[config.mk]
export PLATFORM = sky130hd
export DESIGN_NAME = acslc_host
export DESIGN_NICKNAME = d
export VERILOG_FILES = /design/src/inc/acslc_pkg.sv /design/src/verilog/acslc_host.sv
export VERILOG_INCLUDE_DIRS = /design/src /design/src/inc
export SDC_FILE = /design/constraint.sdc
export NUM_CORES = 1
export LEC_CHECK = 0
export BUFFER_PORTS_ARGS = -buffer_cell sky130_fd_sc_hd__buf_2
export CAP_MARGIN = 40
export CORE_UTILIZATION = 58
export CTS_CLUSTER_DIAMETER = 60
export CTS_CLUSTER_SIZE = 30
export DETAILED_ROUTE_END_ITERATION = 10
export MAX_ROUTING_LAYER = met4
export PLACE_DENSITY_LB_ADDON = 0.2
export SETUP_SLACK_MARGIN = 0.02
export SYNTH_ARGS = -nofsm -noshare
export SYNTH_HDL_FRONTEND = slang
export SYNTH_SLANG_ARGS = --single-unit
[constraint.sdc]
create_clock -name CLOCK -period 3.55 [get_ports CLOCK]
set_clock_uncertainty 0.1 [all_clocks]
set_input_delay 0.355 -clock CLOCK [delete_from_list [all_inputs] [get_ports CLOCK]]
set_output_delay 0.355 -clock CLOCK [all_outputs]
set_load 0.1 [all_outputs]
[src/inc/acslc_map.svh]
// address map, field positions, reset values and device addresses
`ifndef ACSLC_MAP_SVH
`define ACSLC_MAP_SVH

// controller register offsets on the software port
`define ACSLC_SW_CHAN      4'h0
`define ACSLC_SW_UPPER     4'h1
`define ACSLC_SW_LOWER     4'h2
`define ACSLC_SW_TARGET    4'h3
`define ACSLC_SW_CMD       4'h4
`define ACSLC_SW_ERR       4'h5
`define ACSLC_SW_READBACK  4'h6

// device register addresses
`define ACSLC_DEV_UPPER    20'hF0011
`define ACSLC_DEV_LOWER    20'hF0012
`define ACSLC_DEV_TARGET   20'hF0013
`define ACSLC_DEV_CHAN     20'hFFF31

// reset values
`define ACSLC_UPPER_RST    8'hFF
`define ACSLC_LOWER_RST    8'h00
`define ACSLC_CHAN_RST     8'h00
`define ACSLC_TARGET_RST   2'h0

// channel register fields
`define ACSLC_CH_INT_BIT   7
`define ACSLC_CH_SCAN_BIT  6
`define ACSLC_CH_CODE_HI   4

// channel code limits
`define ACSLC_SEL_LOW_MAX  5'h0E
`define ACSLC_SEL_GAP      5'h0F
`define ACSLC_SEL_HIGH_MAX 5'h1A
`define ACSLC_SCAN_MAX     5'h0B
`define ACSLC_SCAN_SLOTS   4
`define ACSLC_CH_PLUS_PIN  5'h00
`define ACSLC_CH_MINUS_PIN 5'h01

// command bits and status bits
`define ACSLC_CMD_GO       0
`define ACSLC_CMD_ACK      1
`define ACSLC_ST_BUSY      0
`define ACSLC_ST_DISCARD   1
`define ACSLC_ST_REFUSED   2

// error cause bits
`define ACSLC_ERR_RUN      0
`define ACSLC_ERR_ORDER    1
`define ACSLC_ERR_SPEED    2
`define ACSLC_ERR_REF      3
`define ACSLC_ERR_LOWPOW   4
`define ACSLC_ERR_PIN      5
`define ACSLC_ERR_W        6

// status input bit positions in the synchronised vector
`define ACSLC_IN_CONVERSION_START_FLAG      0
`define ACSLC_IN_CONVERTER_ENABLE_FLAG      1
`define ACSLC_IN_HS        2
`define ACSLC_IN_EXTP      3
`define ACSLC_IN_EXTM      4
`define ACSLC_IN_PINT      5
`define ACSLC_IN_LOWPOW    6
`define ACSLC_IN_FLAGS     7

`endif

[src/inc/acslc_pkg.sv]
// types shared by the converter control host
package acslc_pkg;

  typedef enum logic [7:0] {
    ST_IDLE    = 8'h01,
    ST_WR_UP   = 8'h02,
    ST_WR_LO   = 8'h04,
    ST_WR_TGT  = 8'h08,
    ST_WR_CHAN = 8'h10,
    ST_RD_CHAN = 8'h20,
    ST_RD_WAIT = 8'h40,
    ST_CAPT    = 8'h80
  } acslc_state_t;

endpackage

[src/verilog/acslc_host.sv]
// host controller that programs the converter channel and limit registers
//
// Decided for this implementation: the plain strobed port.
`timescale 1ns/1ps
`include "acslc_map.svh"

module acslc_host #(
  parameter int PINS = 27
) (
  input  wire logic             CLOCK,
  input  wire logic             RST,
  input  wire logic [3:0]       SW_ADDR,
  input  wire logic [7:0]       SW_WDATA,
  input  wire logic             SW_WR,
  input  wire logic             SW_RD,
  output logic      [7:0]       SW_RDATA,
  output logic      [19:0]      DEV_ADDR,
  output logic      [7:0]       DEV_WDATA,
  output logic                  DEV_WR,
  output logic                  DEV_RD,
  input  wire logic [7:0]       DEV_RDATA,
  input  wire logic             CONV_START_FLAG,
  input  wire logic             CONV_ENABLE_FLAG,
  input  wire logic             HIGH_SPEED_MAIN_OP,
  input  wire logic             EXT_PLUS_REF_USED,
  input  wire logic             EXT_MINUS_REF_USED,
  input  wire logic             PLUS_REF_INTERNAL,
  input  wire logic             LOW_POWER_ENTRY,
  input  wire logic [PINS-1:0]  ANALOG_PIN_READY
);

  localparam int SYNW = `ACSLC_IN_FLAGS + PINS;

  acslc_pkg::acslc_state_t state_q;
  acslc_pkg::acslc_state_t state_d;

  logic [SYNW-1:0]            meta_q;
  logic [SYNW-1:0]            sync_q;
  logic [7:0]                 chan_q;
  logic [7:0]                 upper_q;
  logic [7:0]                 lower_q;
  logic [1:0]                 target_q;
  logic                       discard_q;
  logic                       refused_q;
  logic [`ACSLC_ERR_W-1:0]    err_q;
  logic [7:0]                 readback_q;
  logic [7:0]                 rdata_q;
  logic [19:0]                dev_addr_q;
  logic [19:0]                dev_addr_d;
  logic [7:0]                 dev_wdata_q;
  logic [7:0]                 dev_wdata_d;
  logic                       dev_wr_q;
  logic                       dev_wr_d;
  logic                       dev_rd_q;
  logic                       dev_rd_d;

  // pin levels come from another domain: two flops before any use
  always_ff @(posedge CLOCK) begin
    if (RST) begin
      meta_q <= '0;
      sync_q <= '0;
    end else begin
      meta_q <= {ANALOG_PIN_READY, LOW_POWER_ENTRY, PLUS_REF_INTERNAL,
                 EXT_MINUS_REF_USED, EXT_PLUS_REF_USED,
                 HIGH_SPEED_MAIN_OP, CONV_ENABLE_FLAG, CONV_START_FLAG};
      sync_q <= meta_q;
    end
  end

  // decoded views of the synchronised inputs and the channel setting
  wire        idle_w     = (state_q == acslc_pkg::ST_IDLE);
  wire        conversion_start_flag_w     = sync_q[`ACSLC_IN_CONVERSION_START_FLAG];
  wire        converter_enable_flag_w     = sync_q[`ACSLC_IN_CONVERTER_ENABLE_FLAG];
  wire        hs_w       = sync_q[`ACSLC_IN_HS];
  wire        extp_w     = sync_q[`ACSLC_IN_EXTP];
  wire        extm_w     = sync_q[`ACSLC_IN_EXTM];
  wire        pint_w     = sync_q[`ACSLC_IN_PINT];
  wire        lowpow_w   = sync_q[`ACSLC_IN_LOWPOW];
  wire [31:0] pin_ok_w   = 32'(sync_q[SYNW-1:`ACSLC_IN_FLAGS]);
  wire        internal_w = chan_q[`ACSLC_CH_INT_BIT];
  wire        scan_w     = chan_q[`ACSLC_CH_SCAN_BIT];
  wire [4:0]  code_w     = chan_q[`ACSLC_CH_CODE_HI:0];

  // software port decode
  wire sw_wr_cfg_w = SW_WR && idle_w;
  wire go_w        = SW_WR && (SW_ADDR == `ACSLC_SW_CMD)
                     && SW_WDATA[`ACSLC_CMD_GO];
  wire ack_w       = SW_WR && (SW_ADDR == `ACSLC_SW_CMD)
                     && SW_WDATA[`ACSLC_CMD_ACK];

  // which codes name a real external input; others pass unchecked
  wire sel_real_w  = (code_w <= `ACSLC_SEL_HIGH_MAX)
                     && (code_w != `ACSLC_SEL_GAP);
  wire scan_real_w = (code_w <= `ACSLC_SCAN_MAX);

  // per scan slot: channel number, pin readiness, reference pin clash
  logic [`ACSLC_SCAN_SLOTS-1:0] slot_bad_w;
  logic [`ACSLC_SCAN_SLOTS-1:0] slot_p_w;
  logic [`ACSLC_SCAN_SLOTS-1:0] slot_m_w;
  for (genvar i = 0; i < `ACSLC_SCAN_SLOTS; i++) begin : g_slot
    wire [4:0] ch_w = code_w + 5'(i);
    wire       use_w = (i == 0) ? sel_real_w || scan_w && scan_real_w
                                : scan_w && scan_real_w;
    assign slot_bad_w[i] = use_w && !pin_ok_w[ch_w];
    assign slot_p_w[i]   = use_w && (ch_w == `ACSLC_CH_PLUS_PIN);
    assign slot_m_w[i]   = use_w && (ch_w == `ACSLC_CH_MINUS_PIN);
  end

  // checks made before the device is touched; a failed one refuses go
  logic [`ACSLC_ERR_W-1:0] err_w;
  assign err_w[`ACSLC_ERR_RUN]    = conversion_start_flag_w || converter_enable_flag_w;
  assign err_w[`ACSLC_ERR_ORDER]  = upper_q <= lower_q;
  assign err_w[`ACSLC_ERR_SPEED]  = internal_w && !hs_w;
  assign err_w[`ACSLC_ERR_REF]    = internal_w ? pint_w
                                    : (extp_w && |slot_p_w)
                                      || (extm_w && |slot_m_w);
  assign err_w[`ACSLC_ERR_LOWPOW] = internal_w && lowpow_w;
  assign err_w[`ACSLC_ERR_PIN]    = !internal_w && |slot_bad_w;
  wire go_ok_w = go_w && idle_w && (err_w == '0);

  // channel byte as sent: bits 5 and 6 forced to zero
  wire [7:0] chan_dev_w = {internal_w, 2'b00, code_w};

  // sequencer: upper, lower, target, channel, then read channel back
  always_comb begin
    state_d     = state_q;
    dev_addr_d  = dev_addr_q;
    dev_wdata_d = dev_wdata_q;
    dev_wr_d    = 1'b0;
    dev_rd_d    = 1'b0;
    case (state_q)
      acslc_pkg::ST_IDLE: begin
        if (go_ok_w) begin
          state_d = acslc_pkg::ST_WR_UP;
        end
      end
      acslc_pkg::ST_WR_UP: begin
        dev_addr_d  = `ACSLC_DEV_UPPER;
        dev_wdata_d = upper_q;
        dev_wr_d    = 1'b1;
        state_d     = acslc_pkg::ST_WR_LO;
      end
      acslc_pkg::ST_WR_LO: begin
        dev_addr_d  = `ACSLC_DEV_LOWER;
        dev_wdata_d = lower_q;
        dev_wr_d    = 1'b1;
        state_d     = acslc_pkg::ST_WR_TGT;
      end
      acslc_pkg::ST_WR_TGT: begin
        dev_addr_d  = `ACSLC_DEV_TARGET;
        dev_wdata_d = {6'h00, target_q};
        dev_wr_d    = 1'b1;
        state_d     = acslc_pkg::ST_WR_CHAN;
      end
      acslc_pkg::ST_WR_CHAN: begin
        dev_addr_d  = `ACSLC_DEV_CHAN;
        dev_wdata_d = chan_dev_w;
        dev_wr_d    = 1'b1;
        state_d     = acslc_pkg::ST_RD_CHAN;
      end
      acslc_pkg::ST_RD_CHAN: begin
        dev_addr_d  = `ACSLC_DEV_CHAN;
        dev_rd_d    = 1'b1;
        state_d     = acslc_pkg::ST_RD_WAIT;
      end
      acslc_pkg::ST_RD_WAIT: begin
        state_d     = acslc_pkg::ST_CAPT;               // strobe on the pins
      end
      acslc_pkg::ST_CAPT: begin
        state_d     = acslc_pkg::ST_IDLE;               // read data now valid
      end
      default: begin
        state_d     = acslc_pkg::ST_IDLE;
      end
    endcase
  end

  // state and device bus flops
  always_ff @(posedge CLOCK) begin
    if (RST) begin
      state_q     <= acslc_pkg::ST_IDLE;
      dev_addr_q  <= '0;
      dev_wdata_q <= '0;
      dev_wr_q    <= 1'b0;
      dev_rd_q    <= 1'b0;
    end else begin
      state_q     <= state_d;
      dev_addr_q  <= dev_addr_d;
      dev_wdata_q <= dev_wdata_d;
      dev_wr_q    <= dev_wr_d;
      dev_rd_q    <= dev_rd_d;
    end
  end

  // configuration shadows; writes while busy are dropped so the
  // sequence never sends a half-updated set
  always_ff @(posedge CLOCK) begin
    if (RST) begin
      chan_q   <= `ACSLC_CHAN_RST;
      upper_q  <= `ACSLC_UPPER_RST;
      lower_q  <= `ACSLC_LOWER_RST;
      target_q <= `ACSLC_TARGET_RST;
    end else if (sw_wr_cfg_w) begin
      if (SW_ADDR == `ACSLC_SW_CHAN) begin
        chan_q <= SW_WDATA & 8'hDF;
      end
      if (SW_ADDR == `ACSLC_SW_UPPER) begin
        upper_q <= SW_WDATA;
      end
      if (SW_ADDR == `ACSLC_SW_LOWER) begin
        lower_q <= SW_WDATA;
      end
      if (SW_ADDR == `ACSLC_SW_TARGET) begin
        target_q <= SW_WDATA[1:0];
      end
    end
  end

  // discard flag: set when an internal source goes out, set beats ack
  wire discard_set_w = (state_q == acslc_pkg::ST_WR_CHAN) && internal_w;
  always_ff @(posedge CLOCK) begin
    if (RST) begin
      discard_q <= 1'b0;
    end else if (discard_set_w) begin
      discard_q <= 1'b1;
    end else if (ack_w) begin
      discard_q <= 1'b0;
    end
  end

  // outcome of the last go command
  always_ff @(posedge CLOCK) begin
    if (RST) begin
      refused_q <= 1'b0;
      err_q     <= '0;
    end else if (go_w && idle_w) begin
      refused_q <= (err_w != '0);
      err_q     <= err_w;
    end
  end

  // channel register as read back from the device
  always_ff @(posedge CLOCK) begin
    if (RST) begin
      readback_q <= '0;
    end else if (state_q == acslc_pkg::ST_CAPT) begin
      readback_q <= DEV_RDATA;
    end
  end

  // read mux; unmapped offsets read zero
  logic [7:0] rmux_w;
  always_comb begin
    case (SW_ADDR)
      `ACSLC_SW_CHAN:     rmux_w = chan_q;
      `ACSLC_SW_UPPER:    rmux_w = upper_q;
      `ACSLC_SW_LOWER:    rmux_w = lower_q;
      `ACSLC_SW_TARGET:   rmux_w = {6'h00, target_q};
      `ACSLC_SW_CMD:      rmux_w = {5'h00, refused_q, discard_q, !idle_w};
      `ACSLC_SW_ERR:      rmux_w = 8'(err_q);
      `ACSLC_SW_READBACK: rmux_w = readback_q;
      default:            rmux_w = 8'h00;
    endcase
  end

  // read data stands only in the cycle after the strobe
  always_ff @(posedge CLOCK) begin
    if (RST) begin
      rdata_q <= 8'h00;
    end else begin
      rdata_q <= SW_RD ? rmux_w : 8'h00;
    end
  end

  assign SW_RDATA  = rdata_q;
  assign DEV_ADDR  = dev_addr_q;
  assign DEV_WDATA = dev_wdata_q;
  assign DEV_WR    = dev_wr_q;
  assign DEV_RD    = dev_rd_q;

endmodule // acslc_host
==> metrics.cfg, run 1 <==
[detailed_routing]
drc = 0
vias = 5330
drt-pass1-iter-count = 5
wl_mm = 15.9
wl_per_cell_microns = 17.5
ant_nets = 0
viasPerCell = 5.87
drt-initial-drc-count = 444

[synthesis]
syn_inst = 684
synth_edf_count = 0
synth_common_cells = dfxtp_1, nor2b_1, nor2_1, mux2i_1, nand2_1
ys_seq_area_share_pct = 41.1
synth_top_area_share_pct = 41.1
syn-cell-area_sq_um = 6780
avgSynthCellArea_sq_um = 9.91
synth-main-ff-cell = dfxtp_1
post-synth-top-count-cell = dfxtp_1
synth_seq_cells = 139
async_flop_share_pct = 0
synth_top_cell_by_area = dfxtp_1
synthDistinctLibCells = 72
synthTopCellsByArea = dfxtp_1, nor2b_1, mux2i_1
yosysWarnings = 0

[layout]
drive_gt1_share_pct = 22.9
nets = 829
num_antenna_cells = 0
area_growth_pct = 15.2
instances_no_fill = 908
final_util_pct = 68.4

[global_route]
grt_pass1_wl_mm = 24.8
gr-total-overflow = 0
track_usage_pct = 28.2
use_met3_pct = 8.52
antenna_found_initial = 0
top_usage_layer = met2
use_met1_pct = 38.3
grt_max_degree = 64
use_met2_pct = 40.1
grt_pass1_vias = 4837

[timing]
tns_ps = 0
finalHoldViolations = 0
rsz0062_at_grt = no
min_period_ps = 3050
period_share_pct = 85.8
setup_violations = 0
fmax_mhz = 328
maxSlewHeadroom_pct = 42.6
tightest_slew_ps = 855
worst_slack_ps = 504
finalMaxSlewViolations = 0

[outcome]
outcome = finished, final reports clean

[clock_network]
post_cts_resized = 0
insertion_delay_ps = 420
cts_tree = done
ctsLongestPathBuffers = 2
cts_made_buffers = 17
clkTransAtPathRegs_ps = 60
cts_sinks = 139
cts_max_level = 4
hold_buffers = 0
cts_setup_buffers = 0
cts-root-buf = clkbuf_16

[placed_design]
dp_cells = 877
globalplace.congestion = 0.884
dp_hpwl_mm = 11.2
io_buffers = 91
pre_cts_ws_ps = 535

[floorplanning]
num_rows = 39
io_pins = 96
core_sq_um = 11400
die-height_microns = 110
fp.dieArea_sq_um = 12100
die_w_microns = 110
start_util_pct = 59.3

[setup_path]
critPathKind = register to register
critPathLaunchType = register
critPathSlowestCell = or4_4
critPathMaxFanout = 32
cp_data_arrival_time_ps = 3230
regToRegSetupSlack_ps = 500
r2r_start = chan_q[0]
r2r_end = state_q[0]
endpoint_kind = register
worstRegToRegCells = 11
cpPeakStageDelay_ps = 580
crit_chain = buf_4 > ha_1 > and3_1 > ha_1 > inv_1 > and3_1 > o21bai_2 > nor2_1 > or4_4 > o41ai_2 > a21oi_1
required_ps = 3740

[power_and_ir_drop]
cellPowerDensity_nw_per_um2 = 483
power_mw = 3.77
vdd_ir_drop_max_mv = 0.650
p_leak_nw = 3.22

[hold_path]
hold-path-endpoint = meta_q[28]
min_delay_path_depth = 2
hold_path.startpoint = ANALOG_PIN_READY[21]
min_path_type = primary input to register

[flow_run]
cap_violations = 0

==> routing by layer <==
| layer | up-vias | wire [microns] | part of all wire [%] |
|---|---|---|---|
| li1 | 2556 | - | - |
| met1 | 2526 | 7340 | 46 |
| met2 | 226 | 7020 | 44 |
| met3 | 22 | 1270 | 8.0 |
| met4 | 0 | 248 | 1.6 |
| met5 | - | 0 | 0 |
==> cell type report <==
class	instances	area, sq um
Fill cell	907	3610
Multi-Input combinational cell	475	3600
Sequential cell	139	2780
Timing Repair Buffer	101	533
Clock buffer	19	453
Clock inverter	12	186
Tap cell	143	179
Inverter	19	71.3
==> layout by cell type, fill, tap and decap left out, types with 8 or more instances in the layout <==
cell / instances
ha_1: 18
nor3_1: 10
buf_4: 11
nor2b_1: 83
a211o_1: 9
mux4_2: 13
a21oi_1: 26
nand3_1: 20
dfxtp_1: 139
clkbuf_16: 17
mux2i_1: 41
nor2_1: 73
a222oi_1: 8
mux4_1: 8
buf_2: 90
nand2_1: 39
inv_1: 16
==> cell families (layout without fill, tap and decap cells) <==
kind of cell / after synthesis / count (layout) / synth area share [%]
simple gates: 275 / 275 / 22.4
flops: 139 / 139 / 41.1
compound gates: 98 / 98 / 10.6
buf+inv: 73 / 151 / 5.98
mux: 71 / 71 / 15.0
fa+ha+maj: 18 / 18 / 3.32
xor+xnor: 9 / 9 / 1.61
other cells: 1 / 4 / 0.0553
==> power by group <==
group	internal (mW)	leakage [nW]	total [mW]	switching [mW]
registers	1.60	1.14	1.63	0.0268
logic	0.100	1.78	0.229	0.129
clock network	1.22	0.308	1.91	0.690
==> worst max-delay path, delay by kind of cell (launching register included) <==
family	cells	cell delay, ps
AND/OR/NAND/NOR	4	1000
adder cells (fa/ha/maj)	2	550
buffers and inverters	2	470
AO/OA/AOI/OAI	3	430
flip-flops	1	350
==> worst max path at each step <==
stage	start	end	slack, ps
after global placement	chan_q[0]	state_q[1]	610
after global routing	chan_q[0]	state_q[0]	330
after floorplan	chan_q[0]	state_q[1]	510
after CTS	chan_q[0]	state_q[0]	540
after detailed placement	chan_q[0]	refused_q	540
final	chan_q[0]	state_q[0]	500
==> sequential cells by signal, indices dropped and copies added (netlist names), 8 cells and up <==
| register | flops |
|---|---|
| lower_q | 8 |
| state_q | 8 |
| sync_q | 34 |
| readback_q | 8 |
| meta_q | 34 |
| DEV_WDATA | 8 |
| upper_q | 8 |
| SW_RDATA | 8 |
==> per-stage QoR <==
step / hold WS (ps) / area, sq um
5_1_grt: 37.4 / 7800
2_1_floorplan: 314 / 6790
6_report: 38.2 / 7800
3_3_place_gp: 319 / 7170
4_1_cts: 28.3 / 7800
3_5_place_dp: 323 / 7170
Note: power is estimated with default switching activity, not from simulation.
==> run 2: changes to the inputs <==
--- a/config.mk
+++ b/config.mk
@@ -6,7 +6,7 @@
 export SDC_FILE = /design/constraint.sdc
 export NUM_CORES = 1
 export LEC_CHECK = 0
-export BUFFER_PORTS_ARGS = -buffer_cell sky130_fd_sc_hd__buf_2
+export BUFFER_PORTS_ARGS = -buffer_cell sky130_fd_sc_hd__buf_4
 export CAP_MARGIN = 40
 export CORE_UTILIZATION = 58
 export CTS_CLUSTER_DIAMETER = 60
@@ -14,6 +14,7 @@
 export DETAILED_ROUTE_END_ITERATION = 10
 export MAX_ROUTING_LAYER = met4
 export PLACE_DENSITY_LB_ADDON = 0.2
+export RECOVER_POWER = 100
 export SETUP_SLACK_MARGIN = 0.02
 export SYNTH_ARGS = -nofsm -noshare
 export SYNTH_HDL_FRONTEND = slang
==> metrics.cfg, run 2 (synthesized netlist as in run 1, its figures left out) <==
[detailed_routing]
viasPerCell = 5.88
drt-pass1-iter-count = 7
drt-initial-drc-count = 456
vias = 5347
wl_per_cell_microns = 18.1
drc = 0
ant_nets = 0
wl_mm = 16.4

[placed_design]
dpl_cell_area_sq_um = 7400
io_buffers = 91
globalplace.congestion = 0.905
dp_cells = 878
dp_hpwl_mm = 11.6

[floorplanning]
num_rows = 39
io_pins = 96
fp.dieArea_sq_um = 12100
start_util_pct = 59.3
core_sq_um = 11400
die-height_microns = 110
die_w_microns = 110

[timing]
fmax_mhz = 320
finalMaxSlewViolations = 44
tightest_slew_ps = 1960
finalHoldViolations = 0
maxSlewHeadroom_pct = -30.9
min_period_ps = 3120
period_share_pct = 87.9
setup_violations = 0
rsz0062_at_grt = no
tns_ps = 0

[setup_path]
critPathKind = register to register
cpPeakStageDelay_ps = 410
crit_chain = buf_4 > ha_1 > xor2_1 > mux2i_1 > mux2_2 > a21oi_2 > nand3_1 > or3_1 > a2111oi_2
critPathMaxFanout = 32
critPathLaunchType = register
cp_data_arrival_time_ps = 3340
required_ps = 3760
critPathSlowestCell = buf_4
endpoint_kind = register

[global_route]
antenna_found_initial = 0
gr-total-overflow = 0
grt_pass1_wl_mm = 25.9
grt_max_degree = 63
track_usage_pct = 29.5
grt_pass1_vias = 5027

[clock_network]
cts_sinks = 139
cts_setup_buffers = 0
clkTransAtPathRegs_ps = 60
post_cts_resized = 0
cts_made_buffers = 17
ctsLongestPathBuffers = 2
cts-root-buf = clkbuf_16
cts_tree = done
insertion_delay_ps = 420
hold_buffers = 0
cts_max_level = 4

[hold_path]
min_path_type = primary input to register

[power_and_ir_drop]
vdd_ir_drop_max_mv = 0.450
p_leak_nw = 3.08
cellPowerDensity_nw_per_um2 = 475

[layout]
drive_gt1_share_pct = 17.2
reg_top3 = meta_q: 34 flops, sync_q: 34 flops
nets = 830
area_growth_pct = 15.6
layout_common_cells = dfxtp_1, nor2b_1, nor2_1, buf_4, mux2i_1
design_area_sq_um = 7840
instances_no_fill = 909
num_antenna_cells = 0
final_common_cell = dfxtp_1

[outcome]
outcome = finished with violations
violations = capacitance limit, slew limit

[flow_run]
cap_violations = 1

## run 2: changes by cell type in the layout (fill, tap and decap cells not counted), sizes merged
cell	delta
clkbuf	+41
buf	-37
inv	-2
bufinv	-1
clkinv	-1
clkinvlp	+1
## run 2: worst paths after layout
path	start	to	slack, ps	cells past startpoint
setup / recovery	chan_q[0]	state_q[1]	430	9
hold / removal	ANALOG_PIN_READY[23]	meta_q[30]	40	2
setup reg to reg	chan_q[0]	state_q[1]	430	9
hold reg to reg	meta_q[7]	sync_q[7]	330	1
## run 2: worst max-delay path, delay by kind of cell, from the launching register on
kind / cells / cell delay, ps
adder cells (fa/ha/maj): 1 / 370
AO/OA/AOI/OAI: 2 / 520
AND/OR/NAND/NOR: 2 / 430
flip-flops: 1 / 360
multiplexers: 2 / 430
buffers and inverters: 1 / 410
XOR/XNOR: 1 / 410
## run 2: through the flow
stage                     utilization, %  power (mW)  setup slack [ps]  hold slack, ps
after floorplan                        -        1.82               511             314
after global placement              64.8        1.90               625             318
after detailed placement            64.8        1.91               545             322
after CTS                           70.2        3.75               530            35.9
after global routing                68.6        3.84               189            37.6
final                               68.6        3.72               428            43.5
## run 2: area by class of cell
type                       count  area (sq um)
inverter                      19          71.3
fill                         929          3580
sequential                   139          2780
timing repair buffer         102           624
clock inverter                 9           135
clock buffer                  22           484
multi-input combinational    475          3560
tap                          143           179
## run 2: power breakdown
part | total, mW | switching (mW) | internal (mW)
clock network | 1.84 | 0.666 | 1.18
registers | 1.63 | 0.0284 | 1.60
logic | 0.247 | 0.131 | 0.116
total | 3.72 | 0.825 | 2.90
## run 2: layer usage
layer	vias up	track usage (%)	routed length, microns
li1	2549	-	-
met1	2548	39.5	7300
met2	228	45.5	7680
met3	22	5.11	1190
met4	0	9.40	235
met5	-	-	0
==> run 3: changes to the inputs <==
--- a/config.mk
+++ b/config.mk
@@ -7,8 +7,8 @@
 export NUM_CORES = 1
 export LEC_CHECK = 0
 export BUFFER_PORTS_ARGS = -buffer_cell sky130_fd_sc_hd__buf_4
-export CAP_MARGIN = 40
 export CORE_UTILIZATION = 58
+export CTS_BUF_LIST = sky130_fd_sc_hd__clkbuf_4 sky130_fd_sc_hd__clkbuf_8 sky130_fd_sc_hd__clkbuf_16
 export CTS_CLUSTER_DIAMETER = 60
 export CTS_CLUSTER_SIZE = 30
 export DETAILED_ROUTE_END_ITERATION = 10
==> metrics.cfg, run 3 (synthesized netlist as in run 1, its figures left out) <==
[outcome]
outcome = finished with violations
violations = capacitance limit, slew limit

[clock_network]
cts-root-buf = clkbuf_16
hold_buffers = 0
insertion_delay_ps = 420
ctsLongestPathBuffers = 2
cts_sinks = 139
cts_tree = done
cts_setup_buffers = 0
post_cts_resized = 0
clkTransAtPathRegs_ps = 60
cts_made_buffers = 17
cts_max_level = 4

[setup_path]
critPathLaunchType = register
worstRegToRegCells = 9
critPathSlowestCell = xor2_1
required_ps = 3760
endpoint_kind = register
regToRegSetupSlack_ps = 420
critPathKind = register to register
critPathMaxFanout = 32
r2r_end = state_q[1]
cp_top_family = compound AO/OA/AOI/OAI gates
r2r_start = chan_q[0]
cp_data_arrival_time_ps = 3350
cpPeakStageDelay_ps = 420
crit_chain = buf_4 > ha_1 > xor2_1 > mux2i_1 > mux2_2 > a21oi_2 > nand3_1 > or3_1 > a2111oi_2
cp_num_buf_inv = 1

[timing]
maxSlewHeadroom_pct = -30.1
finalHoldViolations = 0
finalMaxSlewViolations = 44
tns_ps = 0
min_period_ps = 3130
period_share_pct = 88.2
fmax_mhz = 319
rsz0062_at_grt = no
setup_violations = 0
tightest_slew_ps = 1950

[detailed_routing]
drt-pass1-iter-count = 6
drc = 0
ant_nets = 0
viasPerCell = 5.87
wl_mm = 16.4
vias = 5340
wl_per_cell_microns = 18.0
drt-initial-drc-count = 443

[layout]
drive_gt1_share_pct = 17.4
layout_common_cells = dfxtp_1, nor2b_1, nor2_1, buf_4, mux2i_1
final_util_pct = 68.7
area_growth_pct = 15.7
num-fill-cells = 926
nets = 830
instances_no_fill = 909
num_antenna_cells = 0
final_common_cell = dfxtp_1
reg_top3 = meta_q: 34 flops, sync_q: 34 flops

[flow_run]
cap_violations = 1

[power_and_ir_drop]
vdd_ir_drop_max_mv = 0.450
p_leak_nw = 3.09
power_mw = 3.73
cellPowerDensity_nw_per_um2 = 476

[hold_path]
hold-path-endpoint = meta_q[30]
min_path_type = primary input to register
min_delay_path_depth = 2
hold_path.startpoint = ANALOG_PIN_READY[23]

[placed_design]
dp_cells = 878
io_buffers = 91
dp_hpwl_mm = 11.6
globalplace.congestion = 0.905

[floorplanning]
core_sq_um = 11400
fp.dieArea_sq_um = 12100
start_util_pct = 59.3
die-height_microns = 110
die_w_microns = 110
num_rows = 39
io_pins = 96

[global_route]
grt_pass1_wl_mm = 25.9
grt_max_degree = 63
grt_pass1_vias = 5043
antenna_found_initial = 0
gr-total-overflow = 0
track_usage_pct = 29.5

==> run 3: worst max-delay path by stage <==
stage	start	cells after the start	end	slack (ps)
3_3_place_gp	chan_q[0]	11	refused_q	620
4_1_cts	chan_q[0]	11	state_q[0]	530
6_report	chan_q[0]	9	state_q[1]	420
5_1_grt	chan_q[0]	9	state_q[1]	190
2_1_floorplan	chan_q[0]	12	state_q[1]	510
3_5_place_dp	chan_q[0]	11	state_q[0]	550
==> run 3: per-stage QoR <==
step	setup WS (ps)	hold slack [ps]	cell area [sq um]
global placement	625	318	7400
CTS	530	31.8	8020
global route	189	37.7	7840
finish	418	44.1	7840
detailed placement	545	322	7400
floorplan	511	314	6790
==> run 3: cell type report <==
type / instances / area (sq um) / area share [%]
clock inverters: 9 / 135 / 1.72
inverters: 19 / 71.3 / 0.910
well taps: 143 / 179 / 2.28
flip-flops and latches: 139 / 2780 / 35.5
multi-input cells: 475 / 3560 / 45.4
repair buffers: 102 / 624 / 7.96
clock buffers: 22 / 488 / 6.23
==> run 3: per-layer routing <==
layer / track usage [%] / up-vias / wire length [microns]
met5: - / - / 0
met4: 9.40 / 0 / 250
met3: 5.11 / 27 / 1260
met2: 45.5 / 235 / 7620
met1: 39.5 / 2527 / 7220
li1: - / 2551 / -
==> run 3: power by group <==
part           total, mW  internal [mW]  switching, mW
clock network       1.86           1.19          0.669
registers           1.63           1.60         0.0283
logic              0.246          0.116          0.131
total               3.73           2.91          0.828
